`src/hdl/clsc_pkg.sv`:
```
// Constants and types shared by the closed-loop speed curve block
package clsc_pkg;

  // ********************************************************
  // Widths
  // ********************************************************
  localparam int ADDR_W  = 5;
  localparam int CMD_W   = 9;
  localparam int DUTY_W  = 10;
  localparam int SPEED_W = 20;
  localparam int SLOPE_W = 14;
  localparam int LSPD_W  = 12;

  // ********************************************************
  // Register offsets and reset values
  // ********************************************************
  localparam logic [ADDR_W-1:0] OFS_HALT_DUTY_CTRL   = 5'h02;
  localparam logic [ADDR_W-1:0] OFS_LAUNCH_DUTY      = 5'h03;
  localparam logic [ADDR_W-1:0] OFS_KNEE_DUTY        = 5'h04;
  localparam logic [ADDR_W-1:0] OFS_TOP_DUTY         = 5'h05;
  localparam logic [ADDR_W-1:0] OFS_LAUNCH_SPEED_HI  = 5'h06;
  localparam logic [ADDR_W-1:0] OFS_LAUNCH_SPEED_LO  = 5'h07;
  localparam logic [ADDR_W-1:0] OFS_SLOPE_FIRST_HI   = 5'h08;
  localparam logic [ADDR_W-1:0] OFS_SLOPE_FIRST_LO   = 5'h09;
  localparam logic [ADDR_W-1:0] OFS_SLOPE_SECOND_HI  = 5'h0A;
  localparam logic [ADDR_W-1:0] OFS_SLOPE_SECOND_LO  = 5'h0B;
  localparam logic [ADDR_W-1:0] OFS_DECEL_CAP_CTRL   = 5'h12;
  localparam logic [7:0]        RST_REG              = 8'h00;

  // ********************************************************
  // Field positions
  // ********************************************************
  localparam int KEEP_SPINNING_LOW_BIT  = 7;
  localparam int FULL_DUTY_BYPASS_BIT   = 1;
  localparam int ZERO_CMD_FULL_SPD_BIT  = 0;
  localparam int LOOP_SELECT_BIT        = 0;
  localparam int DECEL_CAP_LSB          = 5;

  // ********************************************************
  // Curve arithmetic
  // ********************************************************
  localparam logic [DUTY_W-1:0] TOP_DUTY_BASE = 10'h101;
  localparam logic [DUTY_W-1:0] FULL_DUTY     = 10'h200;
  localparam int                SLOPE_SHIFT   = 6;

  // Decrease cap steps in rpm
  localparam logic [SPEED_W-1:0] CAP_STEP_1 = 20'h00200;
  localparam logic [SPEED_W-1:0] CAP_STEP_2 = 20'h00898;
  localparam logic [SPEED_W-1:0] CAP_STEP_3 = 20'h00ED8;
  localparam logic [SPEED_W-1:0] CAP_STEP_4 = 20'h01518;
  localparam logic [SPEED_W-1:0] CAP_STEP_5 = 20'h01B58;
  localparam logic [SPEED_W-1:0] CAP_STEP_6 = 20'h02198;
  localparam logic [SPEED_W-1:0] CAP_STEP_7 = 20'h02800;

  // ********************************************************
  // Timing
  // ********************************************************
  localparam int CLK_FREQ_MHZ        = 50;
  localparam int DECEL_PERIOD_US     = 1000;
  localparam int DECEL_PERIOD_CYCLES = DECEL_PERIOD_US * CLK_FREQ_MHZ;

  typedef enum logic [1:0] {
    ZONE_OPEN,
    ZONE_LOW,
    ZONE_CURVE,
    ZONE_BYPASS
  } clsc_zone_e;

endpackage

```
`src/hdl/clsc_curve_calc.sv`:
```
// Piecewise-linear speed curve evaluated at one duty point
`timescale 1ns/1ps
module clsc_curve_calc (
  // Duty point and curve settings
  input  wire logic [9:0]  duty,
  input  wire logic [9:0]  launchDuty,
  input  wire logic [9:0]  kneeDuty,
  input  wire logic [11:0] launchSpeed,
  input  wire logic [13:0] slopeFirst,
  input  wire logic [13:0] slopeSecond,
  // Result in rpm
  output logic      [19:0] speed
);

  logic        kneeOn;
  logic [9:0]  firstEnd;
  logic [9:0]  firstDelta;
  logic [9:0]  secondDelta;
  logic [23:0] firstProd;
  logic [23:0] secondProd;

  always_comb begin
    kneeOn = (kneeDuty != 10'h000);
    firstEnd = (kneeOn && (duty > kneeDuty)) ? kneeDuty : duty;
    // Knee below launch is illegal; clamp keeps the sum sane
    firstDelta = (firstEnd > launchDuty) ? (firstEnd - launchDuty) : 10'h000;
    secondDelta = (kneeOn && (duty > kneeDuty) && (kneeDuty >= launchDuty)) ?
                  (duty - kneeDuty) : 10'h000;
    firstProd  = 24'(slopeFirst) * 24'(firstDelta);
    secondProd = 24'(slopeSecond) * 24'(secondDelta);
    speed = 20'(launchSpeed)
          + 20'(firstProd >> clsc_pkg::SLOPE_SHIFT)
          + 20'(secondProd >> clsc_pkg::SLOPE_SHIFT);
  end

endmodule

```
`src/hdl/clsc_speed_map.sv`:
```
// Closed-loop speed command mapper with settings registers and decrease cap
`timescale 1ns/1ps
module clsc_speed_map #(
  parameter int unsigned DECEL_PERIOD_CYCLES = clsc_pkg::DECEL_PERIOD_CYCLES
) (
  // Clock and reset
  input  wire logic        ref_clk,
  input  wire logic        arst_n,
  // Settings register port
  input  wire logic [4:0]  regAddr,
  input  wire logic [7:0]  regWrData,
  input  wire logic        regWrEn,
  input  wire logic        regRdEn,
  output logic      [7:0]  regRdData,
  // Speed command, 9-bit duty in 1/512 steps
  input  wire logic [8:0]  speedCommand,
  // Results
  output logic      [19:0] targetSpeed,
  output logic             bypassActive,
  output logic      [9:0]  bypassDuty,
  output logic             loopClosed,
  output logic      [1:0]  curveZone
);

  // ********************************************************
  // State
  // ********************************************************
  typedef struct packed {
    logic [7:0]           haltDutyCtrl;
    logic [7:0]           launchDutyReg;
    logic [7:0]           kneeDutyReg;
    logic [7:0]           topDutyReg;
    logic [7:0]           launchSpeedHigh;
    logic [7:0]           launchSpeedLow;
    logic [7:0]           slopeFirstHigh;
    logic [7:0]           slopeFirstLowFlags;
    logic [7:0]           slopeSecondHigh;
    logic [7:0]           slopeSecondLow;
    logic [7:0]           decelCapCtrl;
    logic [7:0]           rdData;
    logic [8:0]           lastCmd;
    logic                 dirDown;
    logic [31:0]          tickCnt;
    logic [19:0]          target;
    logic                 bypass;
    logic [9:0]           bypassDuty;
    logic                 loopClosed;
    clsc_pkg::clsc_zone_e zone;
  } clsc_state_s;

  localparam clsc_state_s STATE_RST = '{
    haltDutyCtrl:       clsc_pkg::RST_REG,
    launchDutyReg:      clsc_pkg::RST_REG,
    kneeDutyReg:        clsc_pkg::RST_REG,
    topDutyReg:         clsc_pkg::RST_REG,
    launchSpeedHigh:    clsc_pkg::RST_REG,
    launchSpeedLow:     clsc_pkg::RST_REG,
    slopeFirstHigh:     clsc_pkg::RST_REG,
    slopeFirstLowFlags: clsc_pkg::RST_REG,
    slopeSecondHigh:    clsc_pkg::RST_REG,
    slopeSecondLow:     clsc_pkg::RST_REG,
    decelCapCtrl:       clsc_pkg::RST_REG,
    rdData:             8'h00,
    lastCmd:            9'h000,
    dirDown:            1'b0,
    tickCnt:            32'h0000_0000,
    target:             20'h00000,
    bypass:             1'b0,
    bypassDuty:         10'h000,
    loopClosed:         1'b1,
    zone:               clsc_pkg::ZONE_LOW
  };

  localparam logic [31:0] TICK_LAST = 32'(DECEL_PERIOD_CYCLES - 1);

  clsc_state_s s;
  clsc_state_s next_s;

  // ********************************************************
  // Functions
  // ********************************************************
  // cap code to rpm step
  function automatic logic [19:0] decel_cap(input logic [2:0] code);
    logic [19:0] v;
    v = 20'h00000;
    case (code)
      3'h1:    v = clsc_pkg::CAP_STEP_1;
      3'h2:    v = clsc_pkg::CAP_STEP_2;
      3'h3:    v = clsc_pkg::CAP_STEP_3;
      3'h4:    v = clsc_pkg::CAP_STEP_4;
      3'h5:    v = clsc_pkg::CAP_STEP_5;
      3'h6:    v = clsc_pkg::CAP_STEP_6;
      3'h7:    v = clsc_pkg::CAP_STEP_7;
      default: v = 20'h00000;
    endcase
    return v;
  endfunction

  function automatic logic [7:0] read_mux(input clsc_state_s st, input logic [4:0] a);
    logic [7:0] v;
    v = 8'h00;
    case (a)
      clsc_pkg::OFS_HALT_DUTY_CTRL:  v = st.haltDutyCtrl;
      clsc_pkg::OFS_LAUNCH_DUTY:     v = st.launchDutyReg;
      clsc_pkg::OFS_KNEE_DUTY:       v = st.kneeDutyReg;
      clsc_pkg::OFS_TOP_DUTY:        v = st.topDutyReg;
      clsc_pkg::OFS_LAUNCH_SPEED_HI: v = st.launchSpeedHigh;
      clsc_pkg::OFS_LAUNCH_SPEED_LO: v = st.launchSpeedLow;
      clsc_pkg::OFS_SLOPE_FIRST_HI:  v = st.slopeFirstHigh;
      clsc_pkg::OFS_SLOPE_FIRST_LO:  v = st.slopeFirstLowFlags;
      clsc_pkg::OFS_SLOPE_SECOND_HI: v = st.slopeSecondHigh;
      clsc_pkg::OFS_SLOPE_SECOND_LO: v = st.slopeSecondLow;
      clsc_pkg::OFS_DECEL_CAP_CTRL:  v = st.decelCapCtrl;
      default:                       v = 8'h00;
    endcase
    return v;
  endfunction

  // ********************************************************
  // Setting decode
  // ********************************************************
  logic [9:0]  cmdDuty;
  logic [9:0]  launchDuty;
  logic [9:0]  haltDuty;
  logic [9:0]  kneeDuty;
  logic [9:0]  topDuty;
  logic [9:0]  curveDuty;
  logic [11:0] launchSpeed;
  logic [13:0] slopeFirst;
  logic [13:0] slopeSecond;
  logic        keepSpinningLow;
  logic        fullDutyBypass;
  logic        zeroCmdFullSpeed;
  logic        loopSelect;
  logic [19:0] curveSpeed;
  logic [19:0] maxSpeed;

  always_comb begin
    cmdDuty          = {1'b0, speedCommand};
    launchDuty       = {2'b00, s.launchDutyReg};
    haltDuty         = {2'b00, s.haltDutyCtrl[6:0], 1'b0};
    kneeDuty         = {1'b0, s.kneeDutyReg, 1'b0};
    topDuty          = {2'b00, s.topDutyReg} + clsc_pkg::TOP_DUTY_BASE;
    launchSpeed      = {s.launchSpeedHigh, s.launchSpeedLow[7:4]};
    slopeFirst       = {s.slopeFirstHigh, s.slopeFirstLowFlags[7:2]};
    slopeSecond      = {s.slopeSecondHigh, s.slopeSecondLow[7:2]};
    keepSpinningLow  = s.haltDutyCtrl[clsc_pkg::KEEP_SPINNING_LOW_BIT];
    fullDutyBypass   = s.slopeFirstLowFlags[clsc_pkg::FULL_DUTY_BYPASS_BIT];
    zeroCmdFullSpeed = s.slopeFirstLowFlags[clsc_pkg::ZERO_CMD_FULL_SPD_BIT];
    loopSelect       = s.slopeSecondLow[clsc_pkg::LOOP_SELECT_BIT];
    curveDuty        = (cmdDuty > topDuty) ? topDuty : cmdDuty;
  end

  // ********************************************************
  // Curve evaluation
  // ********************************************************
  clsc_curve_calc u_curve_now (
    .duty        (curveDuty),
    .launchDuty  (launchDuty),
    .kneeDuty    (kneeDuty),
    .launchSpeed (launchSpeed),
    .slopeFirst  (slopeFirst),
    .slopeSecond (slopeSecond),
    .speed       (curveSpeed)
  );

  // Maximum speed is the curve value at top duty
  clsc_curve_calc u_curve_top (
    .duty        (topDuty),
    .launchDuty  (launchDuty),
    .kneeDuty    (kneeDuty),
    .launchSpeed (launchSpeed),
    .slopeFirst  (slopeFirst),
    .slopeSecond (slopeSecond),
    .speed       (maxSpeed)
  );

  // ********************************************************
  // Next state
  // ********************************************************
  always_comb begin
    logic        isZero;
    logic        inHalt;
    logic        dirNow;
    logic        lowFull;
    logic        tick;
    logic [19:0] rawSpeed;
    logic [19:0] capStep;
    logic [19:0] floorSpeed;
    isZero     = (cmdDuty == 10'h000);
    inHalt     = (cmdDuty <= haltDuty);
    dirNow     = s.dirDown;
    lowFull    = 1'b0;
    tick       = (s.tickCnt >= TICK_LAST);
    rawSpeed   = 20'h00000;
    capStep    = decel_cap(s.decelCapCtrl[7:5]);
    floorSpeed = 20'h00000;
    next_s     = s;

    // Register writes; unmapped offsets are ignored
    if (regWrEn) begin
      case (regAddr)
        clsc_pkg::OFS_HALT_DUTY_CTRL:  next_s.haltDutyCtrl       = regWrData;
        clsc_pkg::OFS_LAUNCH_DUTY:     next_s.launchDutyReg      = regWrData;
        clsc_pkg::OFS_KNEE_DUTY:       next_s.kneeDutyReg        = regWrData;
        clsc_pkg::OFS_TOP_DUTY:        next_s.topDutyReg         = regWrData;
        clsc_pkg::OFS_LAUNCH_SPEED_HI: next_s.launchSpeedHigh    = regWrData;
        clsc_pkg::OFS_LAUNCH_SPEED_LO: next_s.launchSpeedLow     = regWrData;
        clsc_pkg::OFS_SLOPE_FIRST_HI:  next_s.slopeFirstHigh     = regWrData;
        clsc_pkg::OFS_SLOPE_FIRST_LO:  next_s.slopeFirstLowFlags = regWrData;
        clsc_pkg::OFS_SLOPE_SECOND_HI: next_s.slopeSecondHigh    = regWrData;
        clsc_pkg::OFS_SLOPE_SECOND_LO: next_s.slopeSecondLow     = regWrData;
        clsc_pkg::OFS_DECEL_CAP_CTRL:  next_s.decelCapCtrl       = regWrData;
        default: begin
        end
      endcase
    end
    if (regRdEn) begin
      next_s.rdData = read_mux(s, regAddr);
    end

    // Direction holds while the command is steady
    if (speedCommand < s.lastCmd) begin
      dirNow = 1'b1;
    end else if (speedCommand > s.lastCmd) begin
      dirNow = 1'b0;
    end
    next_s.dirDown = dirNow;
    next_s.lastCmd = speedCommand;

    next_s.tickCnt    = tick ? 32'h0000_0000 : s.tickCnt + 32'h0000_0001;
    next_s.bypass     = 1'b0;
    next_s.bypassDuty = 10'h000;
    next_s.loopClosed = ~loopSelect;

    if (loopSelect) begin
      next_s.zone = clsc_pkg::ZONE_OPEN;
    end else if (cmdDuty <= launchDuty) begin
      next_s.zone = clsc_pkg::ZONE_LOW;
      lowFull = zeroCmdFullSpeed && (isZero || (keepSpinningLow && inHalt));
      if (lowFull) begin
        if (fullDutyBypass) begin
          next_s.zone       = clsc_pkg::ZONE_BYPASS;
          next_s.bypass     = 1'b1;
          next_s.bypassDuty = clsc_pkg::FULL_DUTY;
        end else begin
          rawSpeed = maxSpeed;
        end
      end else if (keepSpinningLow) begin
        rawSpeed = 20'(launchSpeed);
      end else if (isZero || inHalt) begin
        rawSpeed = 20'h00000;
      end else begin
        rawSpeed = dirNow ? 20'(launchSpeed) : 20'h00000;
      end
    end else if (fullDutyBypass && (cmdDuty >= topDuty)) begin
      next_s.zone       = clsc_pkg::ZONE_BYPASS;
      next_s.bypass     = 1'b1;
      next_s.bypassDuty = cmdDuty;
    end else begin
      next_s.zone = clsc_pkg::ZONE_CURVE;
      rawSpeed    = curveSpeed;
    end

    // Target is held while duty bypasses the loop
    if (loopSelect) begin
      next_s.target = 20'h00000;
    end else if (!next_s.bypass) begin
      floorSpeed = (s.target > capStep) ? (s.target - capStep) : 20'h00000;
      if (rawSpeed >= s.target) begin
        next_s.target = rawSpeed;
      end else if (capStep == 20'h00000) begin
        next_s.target = rawSpeed;
      end else if (tick) begin
        next_s.target = (rawSpeed > floorSpeed) ? rawSpeed : floorSpeed;
      end
    end
  end

  // ********************************************************
  // Registers
  // ********************************************************
  always_ff @(posedge ref_clk or negedge arst_n) begin
    if (!arst_n) begin
      s <= STATE_RST;
    end else begin
      s <= next_s;
    end
  end

  // ********************************************************
  // Outputs
  // ********************************************************
  assign regRdData    = s.rdData;
  assign targetSpeed  = s.target;
  assign bypassActive = s.bypass;
  assign bypassDuty   = s.bypassDuty;
  assign loopClosed   = s.loopClosed;
  assign curveZone    = s.zone;

endmodule

```
`config.mk`:
```
export PLATFORM = sky130hd
export DESIGN_NAME = clsc_speed_map
export DESIGN_NICKNAME = d
export VERILOG_FILES = /design/src/hdl/clsc_pkg.sv /design/src/hdl/clsc_curve_calc.sv /design/src/hdl/clsc_speed_map.sv
export SDC_FILE = /design/constraint.sdc
export NUM_CORES = 2
export LEC_CHECK = 0
export ABC_CLOCK_PERIOD_IN_PS = 48500
export BUFFER_PORTS_ARGS = -buffer_cell sky130_fd_sc_hd__buf_4
export CAP_MARGIN = 20
export CORE_UTILIZATION = 30
export CTS_BUF_LIST = sky130_fd_sc_hd__clkbuf_4 sky130_fd_sc_hd__clkbuf_8 sky130_fd_sc_hd__clkbuf_16
export CTS_CLUSTER_DIAMETER = 60
export DETAILED_ROUTE_END_ITERATION = 10
export PLACE_DENSITY_LB_ADDON = 0.08
export SYNTH_ARGS = -nofsm -noshare
export SYNTH_HDL_FRONTEND = slang
export SYNTH_SLANG_ARGS = --single-unit
```
`constraint.sdc`:
```
create_clock -name ref_clk -period 48.5 [get_ports ref_clk]
set_input_delay 9.7 -clock ref_clk [delete_from_list [all_inputs] [get_ports ref_clk]]
set_output_delay 9.7 -clock ref_clk [all_outputs]
set_load 0.05 [all_outputs]
```
==> summary.txt <==
Floorplanning
  • Core ar.: around 100000 um^2
  • Num rows: 118
  • Starting Density: 30.3%
  • Total I/O pin count: 68
  • Die area: between 100000 and 150000 um^2
  • DIE WIDTH: roughly 330 um
  • Die height: 326 um

Finish
  • Filler cells: 10991
  • Fin nets: 4375
  • Area Overhead vs Synth: 8.73%
  • Layout cells sized above 1: 8.87%
  • Post-route insts no fill: about 4900

Critical path
  • Worst Path Required: 48880 ps
  • WP data arrival: 25890 ps
  • Slowest CP cell: nor2_1
  • Top cell by count, worst path: fa_1
  • Register-to-Register Setup Slack: 30650 ps
  • Worst r2r path cells: 66
  • FF-to-FF Start: s[142]
  • Worst-path fanout max: 18
  • Worst Setup End Kind: register
  • CP Class: input port to register
  • Reg-to-reg endpoint: targetSpeed[19]
  • CP Launch Type: input port
  • Max incr delay on CP: slightly above 800 ps

Yosys
  • Post-synth ARST share: 100%
  • Area fraction of the dominant cell type after synthesis: 25.7%
  • Ys Warns: 0
  • Most instantiated library cell after synthesis: inv_1
  • Number of synthesized flops with an enable pin: 0
  • Mapped Avg Cell Area: 8.86 um^2
  • Synth top cells by count: 526 x inv_1, 464 x nand2_1, 403 x fa_1, 398 x ha_1, 231 x and2_1
  • Synth area leaders: fa_1 26%, ha_1 16%, dfrtp_1 14%
  • Syn Inst Count: between 3000 and 4000
  • Netlist cell types: 93
  • Ys flop type: dfrtp_1
  • Mapped cell area: ~31000 um^2
  • Sequential area share after synthesis: 13.7%
  • #FFs+latches synth: 172
  • Synth area leader: fa_1

Placed design
  • Final Wtd Congestion: 0.876
  • DP Cell Count: 4901
  • PortBufs: 67
  • Final HPWL DP: 86.7 mm

Drt
  • Top layer in use: met4
  • Met2 wire length: about 52 mm
  • DRC errors left: 0
  • Routed WL per cell: 21.9 um
  • Drt pass-1 iters: 6
  • Via count: 24405
  • Via density: between 4 and 5
  • First DRT Iteration DRCs: about 1400
  • Routed metal-1 wire length: 52.4 mm
  • Final wirelength: 108 mm
  • Routed Antenna Nets: 0
  • Metal3 WL: 2.62 mm

STA
  • Final period util: 52.6%
  • Setup Total Neg Slack: 0 ps
  • Final hold vios: 0
  • Setup Viol. Count Final: 0
  • RSZ-0062 raised after global routing: false
  • Clock skew: about 28 ps
  • Worst-Margin Slew: 1180 ps
  • Min Tclk post-route: 25510 ps
  • Fmax: 39.2 MHz
  • Slew Viols, Final: 0
  • Slew HR: about a fifth

Min path
  • Worst min path class: register to register
  • HP Start: s[34]
  • Hold depth: 1
  • Hold endpoint: s[34]

Clock network
  • Post-CTS Setup Inserts: 0
  • CTS tree: yes
  • CTS Hold Bufs: 0
  • # clock sinks: 172
  • Clk root buf: clkbuf_16
  • Clock-pin slew on the worst setup and hold paths: 60 ps
  • PostCTS Resize Cnt: 0
  • H-tree Lvls: 4
  • Worst skew pair latency: just over 500 ps
  • CTS buffer count: 25
  • Clock Path Buffers: 3

Global routing
  • Total routing usage reported by global routing: 20.6%
  • GRT overflow: 0
  • Largest net degree at the start of global routing: 105
  • Initial antenna violation count: 7
  • Vias in the first global route: 25642
  • First-pass GRT wire length: ~170 mm

Job
  • Max-cap violation count: 0

Run status
  • Status: complete, no violations
==> cell families (layout without fill, tap and decap cells) <==
group / after synthesis / in the layout / synth area share, %
XOR/XNOR: 147 / 147 / 4.10
multiplexers: 100 / 100 / 3.56
flip-flops: 172 / 172 / 13.7
buffers and inverters: 706 / 696 / 9.00
AO/OA/AOI/OAI: 496 / 496 / 10.8
AND/OR/NAND/NOR: 1125 / 1125 / 17.3
adder cells (fa/ha/maj): 801 / 801 / 41.5
other: 1 / 17 / 0.0119
==> flip-flops by register name (all words and copies together) (netlist names), 2 cells and up <==
signal,count
haltDuty,7
bypassDuty,10
kneeDuty,8
curveZone,2
launchDuty,8
regRdData,8
targetSpeed,20
launchSpeed,12
s,92
==> worst max-delay path: cells and delay by family <==
kind	cells	cell delay, ps
adder cells (fa/ha/maj)	13	4950
multiplexers	2	950
buffers and inverters	8	940
AO/OA/AOI/OAI	18	4320
AND/OR/NAND/NOR	19	4760
XOR/XNOR	2	240
==> cells in the final DEF (no fill, tap or decap), drive strengths merged, types with 92 or more instances in the layout <==
master / instances
buf: 136
a21oi: 118
dfrtp: 170
nor2: 165
fa: 403
ha: 398
mux2: 92
and2: 231
o21ai: 93
nand2: 465
inv: 527
==> per-layer routing <==
layer  up-vias  track usage, %
met2       353            35.0
met3        70            1.34
met4         0            2.84
met1     12492            29.3
li1      11490               -
met5         -               0
==> stage by stage <==
step                utilization (%)  hold slack (ps)  instance area, um^2  worst slack, ps
floorplan                         -              425                31500            24500
global placement               32.3              451                33500            22840
detailed placement             32.3              449                33500            22640
CTS                            33.0              455                34200            23120
global route                   33.0              495                34200            21810
finish                         33.0              454                34200            22990
==> layout make-up <==
class / instances / area (um^2) / area share [%]
antenna: 1 / 2.50 / 0.00732
clock inverter: 3 / 42.5 / 0.124
multi-input combinational: 2685 / 24400 / 71.4
clock buffer: 29 / 674 / 1.97
tap: 1380 / 1730 / 5.05
sequential: 172 / 4310 / 12.6
inverter: 527 / 1980 / 5.79
timing repair buffer: 137 / 1030 / 3.03
==> worst max-delay path by stage <==
stage / from / end / slack, ps / cells past startpoint
2_1_floorplan: speedCommand[7] / targetSpeed[15] / 24500 / 70
3_3_place_gp: speedCommand[7] / targetSpeed[19] / 22840 / 65
3_5_place_dp: speedCommand[7] / targetSpeed[8] / 22640 / 62
4_1_cts: speedCommand[7] / targetSpeed[19] / 23120 / 62
5_1_grt: speedCommand[7] / targetSpeed[8] / 21810 / 63
6_report: speedCommand[7] / targetSpeed[19] / 22990 / 62
Power is not shown: default switching activity piles up to over one toggle a cycle in this logic, so the estimate is an artifact.
